$ cat config.mk
export PLATFORM = sky130hd
export DESIGN_NAME = sar_serial_port
export DESIGN_NICKNAME = d
export VERILOG_FILES = /design/src/shared/sar_port_pkg.sv /design/src/design/sar_result_fifo.sv /design/src/design/sar_serial_port.sv
export VERILOG_INCLUDE_DIRS = /design/src /design/src/shared
export SDC_FILE = /design/constraint.sdc
export NUM_CORES = 1
export LEC_CHECK = 0
export CAP_MARGIN = 0
export CORE_MARGIN = 5
export CORE_UTILIZATION = 30
export CTS_CLUSTER_DIAMETER = 40
export DETAILED_ROUTE_END_ITERATION = 7
export DONT_BUFFER_PORTS = 1
export PLACE_DENSITY = 0.51
export RECOVER_POWER = 50
export SYNTH_ARGS = -nofsm -noshare
export SYNTH_HDL_FRONTEND = slang
export SYNTH_HIERARCHICAL = 1
export SYNTH_SLANG_ARGS = --single-unit
$ cat constraint.sdc
create_clock -name mclk_i -period 6.6 [get_ports mclk_i]
set_input_delay 0.66 -clock mclk_i [delete_from_list [all_inputs] [get_ports mclk_i]]
set_output_delay 0.66 -clock mclk_i [all_outputs]
set_load 0.05 [all_outputs]
$ cat src/shared/sar_port_defs.svh
// Constants for the successive-approximation converter serial port.
`ifndef SAR_PORT_DEFS_SVH
`define SAR_PORT_DEFS_SVH
`define SAR_RESULT_W 16
`define SAR_EDGE_W 5
`define SAR_EDGE_LEAD 5'h02
`define SAR_EDGE_MSB 5'h03
`define SAR_EDGE_LAST 5'h12
`define SAR_POS_FULL 16'h7FFF
`define SAR_NEG_FULL 16'h8000
`define SAR_FIFO_DEPTH 16
`define SAR_SYNC_W 2
`endif

$ cat src/shared/sar_port_pkg.sv
// Types shared by the converter serial port design.
`default_nettype none
`include "sar_port_defs.svh"
package sar_port_pkg;
    typedef enum logic [1:0] {
        zero_power_track_state,
        convert_state,
        done_state
    } phase_t;
endpackage : sar_port_pkg
`default_nettype wire

$ cat src/design/sar_result_fifo.sv
// Small synchronous FIFO that holds converted results for the serial shifter.
`default_nettype none
module sar_result_fifo #(
    parameter int WIDTH = 16,
    parameter int DEPTH = 16
) (
    input wire logic mclk_i,
    input wire logic rst_i,
    input wire logic in_valid_i,
    output logic in_ready_o,
    input wire logic [WIDTH-1:0] in_data_i,
    output logic out_valid_o,
    input wire logic out_ready_i,
    output logic [WIDTH-1:0] out_data_o
);
    localparam int AW = $clog2(DEPTH);
    logic [WIDTH-1:0] mem [DEPTH];
    logic [AW:0] wr_ptr;
    logic [AW:0] rd_ptr;
    logic [AW:0] count;
    logic push;
    logic pop;

    assign count = wr_ptr - rd_ptr;
    assign in_ready_o = (count != (AW+1)'(DEPTH));
    assign out_valid_o = (count != '0);
    assign push = in_valid_i && in_ready_o;
    assign pop = out_valid_o && out_ready_i;
    assign out_data_o = mem[rd_ptr[AW-1:0]];

    always_ff @(posedge mclk_i) begin
        if (push) begin
            mem[wr_ptr[AW-1:0]] <= in_data_i;
        end
    end

    always_ff @(posedge mclk_i or posedge rst_i) begin
        if (rst_i) begin
            wr_ptr <= '0;
            rd_ptr <= '0;
        end else begin
            if (push) begin
                wr_ptr <= wr_ptr + (AW+1)'(1);
            end
            if (pop) begin
                rd_ptr <= rd_ptr + (AW+1)'(1);
            end
        end
    end
endmodule : sar_result_fifo
`default_nettype wire

$ cat src/design/sar_serial_port.sv
// Digital sequencer and serial readout of a 16-bit differential SAR converter.
// How it works
// - On frame open the input difference is held; inputs stay off until conversion ends.
// - After each conversion window fall back to tracking; restart with no delay.
// - Track while chip select high, or low after the eighteenth falling clock edge.
// - Three wires: chip select, serial clock, data out; serial clock paces everything.
// - Chip select may rise mid-conversion; the device then stops that conversion.
// - Result leaves most significant bit first, one bit per serial clock.
// - Bits shifted in a frame belong to that frame's own conversion; here a frame sends the oldest code waiting in the FIFO.
// - Result is two's complement; top of range clamps to 7FFF.
// - Bottom of range clamps to 8000.
// - Output floats while chip select high and for the first clock period after.
// - Falling edge two gives a leading zero; edges three to eighteen give the result.
// - Chip select rising early abandons conversion and floats output.
//
// The analog array is outside this logic: sample_hold_o closes the input switches,
// and the converter's finished code arrives on adc_code_i with adc_code_valid_i.
// Codes wait in a FIFO so the shifter takes the oldest waiting code when it arrives before the third counted edge.
//
// Each pin passes two synchroniser stages and one edge-detect stage, so the
// outputs answer a pin change on the third system clock edge after it. The serial
// clock must therefore stay high and low for several system clocks each; a
// faster serial clock is simply not seen.
// A frame claims the oldest waiting code as it opens. That code must arrive
// before the third counted edge, or the shifter sends whatever it last held.
// Cutting a frame short throws its code away, so the next frame claims a new one.
// There is no minimum serial clock rate here; charge leakage is an analog
// limit that the controller has to respect.
`default_nettype none
`include "sar_port_defs.svh"
module sar_serial_port #(
    parameter int RESULT_W = `SAR_RESULT_W,
    parameter int FIFO_DEPTH = `SAR_FIFO_DEPTH
) (
    input wire logic mclk_i,
    input wire logic rst_i,
    // Link pins, asynchronous to the system clock.
    input wire logic cs_n_i,
    input wire logic sclk_i,
    // Analog array side, on the system clock.
    input wire logic signed [RESULT_W:0] adc_code_i,
    input wire logic adc_code_valid_i,
    output logic adc_code_ready_o,
    // Controls back to the analog array.
    output logic sample_hold_o,
    output logic convert_step_o,
    output logic zero_power_track_o,
    // Serial data pin and its driver enable.
    output logic dout_o,
    output logic dout_oe_o
);
    ////////////////////////////////////////////////////////////////////////////

    // All registers of the port except ready_q and the FIFO live in this one record, so the reset value
    // and the next value are both written in one place.
    typedef struct packed {
        // Synchronisers and edge-detect history.
        logic [`SAR_SYNC_W-1:0] cs_sync;
        logic [`SAR_SYNC_W-1:0] sclk_sync;
        logic sclk_prev;
        logic cs_prev;
        // Frame sequencing.
        sar_port_pkg::phase_t phase;
        logic [`SAR_EDGE_W-1:0] edges;
        // Result shifter and its claim on a FIFO code.
        logic [RESULT_W-1:0] shift;
        logic have_code;
        // Registered outputs.
        logic sample_hold;
        logic convert_step;
        logic track;
        logic dout;
        logic dout_oe;
    } state_t;

    state_t cur;
    state_t next_cur;

    logic fifo_in_ready;
    logic fifo_out_valid;
    logic fifo_out_ready;
    logic [RESULT_W-1:0] fifo_out_data;
    logic [RESULT_W-1:0] clamped;

    // The analog code is one bit wider so that overrange can be clamped here.
    function automatic logic [RESULT_W-1:0] clamp_code(input logic signed [RESULT_W:0] c);
        logic signed [RESULT_W:0] pos;
        logic signed [RESULT_W:0] neg;
        pos = $signed({1'b0, RESULT_W'(`SAR_POS_FULL)});
        neg = $signed({1'b1, RESULT_W'(`SAR_NEG_FULL)});
        if (c >= pos) begin
            clamp_code = RESULT_W'(`SAR_POS_FULL);
        end else if (c <= neg) begin
            clamp_code = RESULT_W'(`SAR_NEG_FULL);
        end else begin
            clamp_code = c[RESULT_W-1:0];
        end
    endfunction : clamp_code

    ////////////////////////////////////////////////////////////////////////////

    // A level that was high last cycle and is low now: one falling edge.
    function automatic logic fell_now(input logic prev_level, input logic level);
        fell_now = prev_level & ~level;
    endfunction : fell_now

    // Counted edges are always judged by the count they lead to, so every
    // decision of one falling edge sees the same number.
    function automatic logic [`SAR_EDGE_W-1:0] edge_after(
        input logic [`SAR_EDGE_W-1:0] e
    );
        edge_after = e + `SAR_EDGE_W'(1);
    endfunction : edge_after

    // The edge that turns the driver on and sends the leading zero.
    function automatic logic is_lead_edge(input logic [`SAR_EDGE_W-1:0] e);
        is_lead_edge = (edge_after(e) == `SAR_EDGE_LEAD);
    endfunction : is_lead_edge

    // Edges that carry a result bit, most significant first.
    function automatic logic is_data_edge(input logic [`SAR_EDGE_W-1:0] e);
        is_data_edge = (edge_after(e) >= `SAR_EDGE_MSB)
            && (edge_after(e) <= `SAR_EDGE_LAST);
    endfunction : is_data_edge

    // The edge that closes the conversion window and returns to tracking.
    function automatic logic is_last_edge(input logic [`SAR_EDGE_W-1:0] e);
        is_last_edge = (edge_after(e) == `SAR_EDGE_LAST);
    endfunction : is_last_edge

    assign clamped = clamp_code(adc_code_i);

    ////////////////////////////////////////////////////////////////////////////

    // Sixteen codes of slack let the analog side run ahead of a slow reader.
    // The ready output lags fullness by one cycle, so a producer that watches
    // only that port can lose one code when the FIFO fills; this is the price
    // of driving the port straight from a flip-flop.
    sar_result_fifo #(
        .WIDTH(RESULT_W),
        .DEPTH(FIFO_DEPTH)
    ) u_fifo (
        .mclk_i(mclk_i),
        .rst_i(rst_i),
        .in_valid_i(adc_code_valid_i),
        .in_ready_o(fifo_in_ready),
        .in_data_i(clamped),
        .out_valid_o(fifo_out_valid),
        .out_ready_i(fifo_out_ready),
        .out_data_o(fifo_out_data)
    );

    ////////////////////////////////////////////////////////////////////////////

    // Decoded pin events; cs_low is a level, each of the others is true for a single system clock cycle.
    logic cs_low;
    logic cs_fall;
    logic sclk_fall;
    logic frame_fall;

    always_comb begin
        // Only the second synchroniser stage and its delayed copy are read, so
        // a metastable first stage never reaches the decode below.
        cs_low = ~cur.cs_sync[1];
        cs_fall = fell_now(cur.cs_prev, cur.cs_sync[1]);
        sclk_fall = fell_now(cur.sclk_prev, cur.sclk_sync[1]);
        // A chip select that falls while the clock is low counts as the first edge.
        frame_fall = (cs_fall & ~cur.sclk_sync[1]) | (cs_low & ~cs_fall & sclk_fall);
        // Only take a code while converting; with no code waiting the frame sends the shifter's previous contents.
        fifo_out_ready = (cur.phase == sar_port_pkg::convert_state) && !cur.have_code;

        // Everything but the synchronisers and edge-detect history holds unless a branch below says otherwise; the step
        // output is a single-cycle pulse.
        next_cur = cur;
        next_cur.cs_sync = {cur.cs_sync[0], cs_n_i};
        next_cur.sclk_sync = {cur.sclk_sync[0], sclk_i};
        next_cur.cs_prev = cur.cs_sync[1];
        next_cur.sclk_prev = cur.sclk_sync[1];
        next_cur.convert_step = 1'b0;

        if (fifo_out_ready && fifo_out_valid) begin
            next_cur.shift = fifo_out_data;
            next_cur.have_code = 1'b1;
        end

        // Select high ends any frame at once: count, driver and code are dropped.
        if (!cs_low) begin
            next_cur.phase = sar_port_pkg::zero_power_track_state;
            next_cur.edges = '0;
            next_cur.dout_oe = 1'b0;
            next_cur.dout = 1'b0;
            next_cur.sample_hold = 1'b0;
            next_cur.track = 1'b1;
            next_cur.have_code = 1'b0;
        end else begin
            case (cur.phase)
                sar_port_pkg::zero_power_track_state: begin
                    // Leaving the tracking state costs no cycle: the array is
                    // switched to hold on the same edge that sees select fall.
                    if (cs_fall) begin
                        next_cur.phase = sar_port_pkg::convert_state;
                        next_cur.sample_hold = 1'b1;
                        next_cur.track = 1'b0;
                        // With the clock already low the select fall is itself
                        // the first counted edge; otherwise the first clock fall is.
                        if (frame_fall) begin
                            next_cur.edges = edge_after(cur.edges);
                            next_cur.convert_step = 1'b1;
                        end
                    end
                end
                sar_port_pkg::convert_state: begin
                    // Every counted falling edge is one conversion step and, from
                    // the second on, one bit on the data pin.
                    if (frame_fall) begin
                        next_cur.edges = edge_after(cur.edges);
                        next_cur.convert_step = 1'b1;
                        if (is_lead_edge(cur.edges)) begin
                            // The first counted period stays floating; the driver
                            // turns on here with a zero ahead of the result.
                            next_cur.dout_oe = 1'b1;
                            next_cur.dout = 1'b0;
                        end else if (is_data_edge(cur.edges)) begin
                            next_cur.dout = cur.shift[RESULT_W-1];
                            next_cur.shift = {cur.shift[RESULT_W-2:0], 1'b0};
                        end
                        if (is_last_edge(cur.edges)) begin
                            // The last bit stays on the pin while select is low;
                            // the array goes back to tracking at once.
                            next_cur.phase = sar_port_pkg::done_state;
                            next_cur.sample_hold = 1'b0;
                            next_cur.track = 1'b1;
                        end
                    end
                end
                sar_port_pkg::done_state: begin
                    // Further clock edges are ignored until select rises, so
                    // the count can never pass the last edge.
                    next_cur.track = 1'b1;
                end
                // An unused phase code falls back to tracking.
                default: begin
                    next_cur.phase = sar_port_pkg::zero_power_track_state;
                end
            endcase
        end
    end

    always_ff @(posedge mclk_i or posedge rst_i) begin
        if (rst_i) begin
            // The synchronisers start at the idle pin levels, so release of
            // reset never looks like a select fall or a clock edge.
            cur <= '{
                cs_sync: '1,
                sclk_sync: '0,
                sclk_prev: 1'b0,
                cs_prev: 1'b1,
                phase: sar_port_pkg::zero_power_track_state,
                edges: '0,
                shift: '0,
                have_code: 1'b0,
                sample_hold: 1'b0,
                convert_step: 1'b0,
                track: 1'b1,
                dout: 1'b0,
                dout_oe: 1'b0
            };
        end else begin
            cur <= next_cur;
        end
    end

    ////////////////////////////////////////////////////////////////////////////

    // Ready is registered so the port comes from a flip-flop like every other
    // output; it reads low during reset and rises one cycle after release.
    logic ready_q;
    always_ff @(posedge mclk_i or posedge rst_i) begin
        if (rst_i) begin
            ready_q <= 1'b0;
        end else begin
            ready_q <= fifo_in_ready;
        end
    end

    // Every output below is a register of the state record or ready_q.
    assign adc_code_ready_o = ready_q;
    assign sample_hold_o = cur.sample_hold;
    assign convert_step_o = cur.convert_step;
    assign zero_power_track_o = cur.track;
    assign dout_o = cur.dout;
    assign dout_oe_o = cur.dout_oe;
endmodule : sar_serial_port
`default_nettype wire

======== Yosys cells after proc, flatten, opt, wreduce, memory -nomap -nowiden ========
Memory sizes are Yosys's and may differ from the RTL's.
Index checks and enable logic that the tools add are counted.
storage, ports and cells
  flip-flop bits (word level) ............. 46
  memory bits (writable) .................. 256
  input port bits ......................... 22
  output and inout port bits .............. 6
  memories ................................ 1
memories
  memory      depth  width  rd ports  clocked after Yosys merged registers in  wr ports  line                   text
  u_fifo.mem  16     16     1         0                                        1         sar_result_fifo.sv:17  logic [WIDTH-1:0] mem [DEPTH];
cells by class
  add/subtract/negate cells ............... 4
  $lt $le $gt $ge ......................... 4
  equality and inequality tests ........... 10
  muxes and demuxes ....................... 31
  bitwise logic cells ..................... 9
  reduce and logical (&&, ||, !) cells .... 20
operator list
  kind                    count
  $mux W16                6
  $mux W23                1
  $ge A17 B16 Y1 const B  1
  $le A17 B16 Y1 const B  1
  $mux W17                1
  $reduce_and A4 Y1       4
  $add A5 B1 Y5 const B   3
  $mux W7                 2
  $mux W1                 11
  $mux W5                 2
  $pmux W5 S2             1
  $ne A3 B3 Y1 const B    3
  $reduce_bool A2 Y1      4
  $mux W3                 2
  $pmux W2 S3             1
  $reduce_and A3 Y1       2
  $reduce_bool A3 Y1      2
  $and A1 B1 Y1           5
  $eq A5 B2 Y1 const B    1
  $eq A5 B5 Y1 const B    1
  $ge A5 B2 Y1 const B    1
  $le A5 B5 Y1 const B    1
  $ne A5 B5 Y1 const B    1
  $reduce_bool A5 Y1      1
  other kinds (14)        20

======== Longest topological paths before layout ========
  word-level depth ........................ 10
  mapped depth ............................ 14
  mapped depth without buffers ............ 10

======== Hierarchy ========
The synthesis kept the hierarchy.
modules (own cells, without submodules)
  module           instances  cells each  area an instance (um^2)  seq. area each (um^2)
  sar_result_fifo  1          530         10468.8                  7937.6
  sar_serial_port  1          196         2130.8                   905.9

======== Worst setup path before layout ========
OpenSTA, ideal clock, no wires.
  path type ............................... reg2reg
  start point ............................. reg u_fifo.rd_ptr[2]
  end point ............................... mem u_fifo.mem[3][0] (enable)
  setup time .............................. 0.409 ns
  data arrival time ....................... 3.620 ns
  required time ........................... 6.191 ns
  path slack .............................. 2.571 ns
  stages on the path, launching flop included .. 13
  path buffers ............................ 4
  cells stage by stage .................... dfrtp_1 > clkbuf_1 > clkbuf_1 > clkinv_1 > clkbuf_1 > ha_1 > or2_0 > o22ai_1 > xnor2_1 > o41a_1 > buf_6 > nand2_1 > nor3_1
on the way
  word-level cells in the longest chain between the ends .. 5
ends and longest elaborated chain
  item                           line                   text
  start: declaration             sar_result_fifo.sv:19  logic [AW:0] rd_ptr;
  start signal: assignment       sar_result_fifo.sv:46  rd_ptr <= rd_ptr + (AW+1)'(1);
  $sub A5 B5 Y5                  sar_result_fifo.sv:24  assign count = wr_ptr - rd_ptr;
  $ne A5 B5 Y1                   sar_result_fifo.sv:25  assign in_ready_o = (count != (AW+1)'(DEPTH));
  $logic_and A1 B1 Y1            sar_result_fifo.sv:27  assign push = in_valid_i && in_ready_o;
  $mux W1                        sar_result_fifo.sv:32  if (push) begin
  $mux W1 (implied by the code)  sar_result_fifo.sv:33  mem[wr_ptr[AW-1:0]] <= in_data_i;
  end: declaration               sar_result_fifo.sv:17
Every way passes these cells.

==> qor.csv <==
stage;metric;value;unit
placed_design;routability cong.;0.8658;
setup_path;slowest stage cell, crit path;o21ai_0;
floorplanning;row cnt;75;
setup_path;Critical Path Source Type;flop;
setup_path;CP required;6.99;ns
detailed_routing;drt initial violations;628;
power_and_ir_drop;Peak VDD IR;0.2863;mV
logic_synthesis;XOR/XNOR Fraction of Synth Area;0.01112;
clock_tree;Root Driver;clkbuf_16;
placed_design;port bufs;0;
sta;setup total negative slack;0;ns
detailed_routing;Vias;6420;
logic_synthesis;Synthesis Warnings;6;
global_route;initial antenna violation count;0;
logic_synthesis;Synth Area in Simple Gates;0.06356;
floorplanning;Die X;214.9;µm
logic_synthesis;Synth top area share;0.6101;
logic_synthesis;Synth Flop Type;edfxtp_1;
logic_synthesis;Netlist Area Pre-Place;12600;µm²
floorplanning;Top Ports;28;
logic_synthesis;top-count cell post-synth;edfxtp_1;
detailed_routing;First-pass DRT Iterations;5;
setup_path;R2R Path End;cur[11];
setup_path;Worst Setup EP;cur[11];
detailed_routing;DRC;0;
global_route;largest net degree at the start of global routing;52;
finish;Synth-to-Final Area Change;16.29;%
logic_synthesis;compound-cell area share of the yosys netlist;0.04181;
sta;final setup vio count;0;
sta;skew final;0.03186;ns
sta;Period minus WS final;4.047;ns
finish;Finished Layout Cells;1313;
logic_synthesis;Synth cell types;56;
logic_synthesis;post-synthesis sequential area ratio;0.7019;
clock_tree;Post-CTS Setup Inserts;0;
finish;nets@finish;780;
detailed_routing;WL/cell;22.11;µm
setup_path;critical path cell sequence;ha_1, and2_1, a21oi_1, o32ai_2, o21ai_0, mux2_2;
power_and_ir_drop;post-layout power;6.816;mW
placed_design;worst slack at placement;2.727;ns
detailed_routing;remaining antenna violation count after routing;0;
floorplanning;Core Area;41760;µm²
sta;RSZ-0062 raised after global routing;false;
sta;slew margin rel.;-0.8326;
sta;final setup margin;2.553;ns
floorplanning;Die H;214.9;µm
setup_path;CP arrival;4.44;ns
floorplanning;area of the die;46200;µm²
flow_run;Max-Cap Viols;2;
clock_tree;cts repair resizes;0;
setup_path;CP max stage delay;2.05;ns
finish;design area;14650;µm²
clock_tree;Skew-Pair Late Insertion Delay;0.54;ns
placed_design;Post-DP Area;13220;µm²
global_route;vias in the first global route;6713;
logic_synthesis;largest family of logic cells by synthesized area;multiplexers;
setup_path;FF-to-FF setup slack;2.55;ns
logic_synthesis;synth top area cells;edfxtp_1 (61%), mux4_2 (11%), dfrtp_1 (8.3%);
setup_path;r2r worst-path depth;6;
setup_path;CP top delay family;compound AO/OA/AOI/OAI gates;
setup_path;CP endpoint kind;flop;
power_and_ir_drop;P_leak;4.986;nW
finish;diode count;0;
global_route;first-pass GRT wire length;43.55;mm
global_route;GRT Util Overall;0.1249;
worst_hold_path;Hold WC Path Type;in2async;
placed_design;HPWL after DPL;17.74;mm
logic_synthesis;FFs w/ async S/R, synth;0.1523;
power_and_ir_drop;PD cells;465.2;nW/µm²
placed_design;placed cell count;1239;
sta;worst-margin pin slew;2.720;ns
logic_synthesis;Synth Area in Adders;0.01589;
logic_synthesis;syn_area_per_cell;17.35;µm²
clock_tree;# hold bufs at CTS;0;
clock_tree;total CTS buffers;40;
global_route;total grt overflow;0;
detailed_routing;total routed wirelength;29.03;mm
setup_path;Buf/Inv on CP;0;
floorplanning;Initial Utilization;0.3017;
logic_synthesis;post-synthesis mux area share;0.1471;
logic_synthesis;syn_nets;764;
setup_path;CP Class;reg2reg;
sta;Final Slew Violations;55;
sta;Tcrit/Tclk final;0.6133;
outcome;violated checks;capacitance limit, slew limit;
clock_tree;CTS sink cnt;302;
clock_tree;Worst-path clk slew;0.07;ns
setup_path;crit path from;cur[22];
logic_synthesis;Synth Register Bits;302;
detailed_routing;vias per cell;4.890;
logic_synthesis;area leader, netlist;edfxtp_1;
logic_synthesis;Synth top cells by count;edfxtp_1 (256), nand2_1 (80), mux4_2 (64), dfrtp_1 (42), nor2_1 (32);
sta;FMAX;247.1;MHz
setup_path;CP Max Fanout;17;
finish;share of layout cells above drive strength 1;0.2649;
outcome;status;complete, but fails checks;
setup_path;Crit path depth;6;
clock_tree;CTS tree;built;
logic_synthesis;Syn Inst Count;726;
logic_synthesis;EDFF count, synth;256;
clock_tree;maximum root-to-sink buffer count;3;
setup_path;Reg-to-Reg Start;cur[22];
clock_tree;H-tree depth;2;
sta;final hold vios;0;
[cell families (layout without fill, tap and decap cells)]
logic type                 count (synthesis)  count (layout)
buffers and inverters                     51              99
and+or+nand+nor                          174             174
DFF                                      302             302
adders and majority gates                 16              16
xor gates and xnor gates                  16              16
muxes                                     98              98
AOI/OAI and AO/OA                         69              69
[area by class of cell]
cell class	instances	area (µm²)
clock buffer	48	1104
clock inverter	26	351.6
fill	3890	27110
inverter	16	60.06
multi-input combinational	373	3548
sequential	302	8850
tap	539	674.4
timing repair buffer	9	63.81
[metal layers]
| metal | up-vias | part of all wire | track usage |
|---|---|---|---|
| met3 | 37 | 0.058 | 0.03026 |
| met1 | 3351 | 0.44 | 0.1747 |
| met5 | - | 0 | 0 |
| met4 | 0 | 0.015 | 0.02920 |
| li1 | 2882 | - | - |
| met2 | 150 | 0.48 | 0.1988 |
[power breakdown]
part | leakage (nW) | internal, mW | switching [mW]
clock network | 0.710 | 1.43 | 0.879
registers | 2.87 | 2.37 | 0.198
logic | 1.40 | 0.835 | 1.11
total | 4.99 | 4.63 | 2.18
[cell usage in the layout (no fill, tap or decap), types with 5 or more instances in the layout]
cell type,Yosys,final
edfxtp_1,256,256
nor2_2,0,11
bufinv_16,0,5
inv_6,0,5
ha_1,16,16
inv_1,14,14
mux2_4,8,8
nand2b_1,7,7
nor2_1,32,21
o21a_1,15,15
clkbuf_16,0,42
mux2_2,25,25
nor3_1,12,8
nand4_1,6,6
xor2_1,5,5
o21ai_0,5,6
a21oi_1,8,9
clkinv_4,0,6
nor4_1,5,5
a31oi_1,17,17
dfrtp_1,42,39
xnor2_1,11,11
inv_8,0,5
and3_1,16,16
mux4_2,64,64
nand2_1,80,80
buf_4,3,8
[state kept, by name, summed over array words and instances (netlist names)]
name	cells
cur	30
zero_power_track_o	1
sample_hold_o	1
u_fifo/wr_ptr	5
u_fifo/rd_ptr	5
dout_oe_o	1
convert_step_o	1
dout_o	1
adc_code_ready_o	1
u_fifo/mem	256
[through the flow]
step | hold slack, ns | utilization
floorplan | 0.3312 | -
global placement | 0.3350 | 0.3166
detailed placement | 0.3395 | 0.3166
CTS | 0.04471 | 0.3514
global route | 0.05743 | 0.3509
finish | 0.03679 | 0.3509
[worst min path at each step]
stage | end | from | cells after the start
floorplan | cur[32] | cur[31] | 0
global placement | cur[32] | cur[31] | 0
detailed placement | cur[32] | cur[31] | 0
CTS | u_fifo/rd_ptr[2] | rst_i | 1
global route | u_fifo/rd_ptr[1] | rst_i | 1
finish | u_fifo/rd_ptr[1] | rst_i | 1
Power figures use the tool's default switching activity.
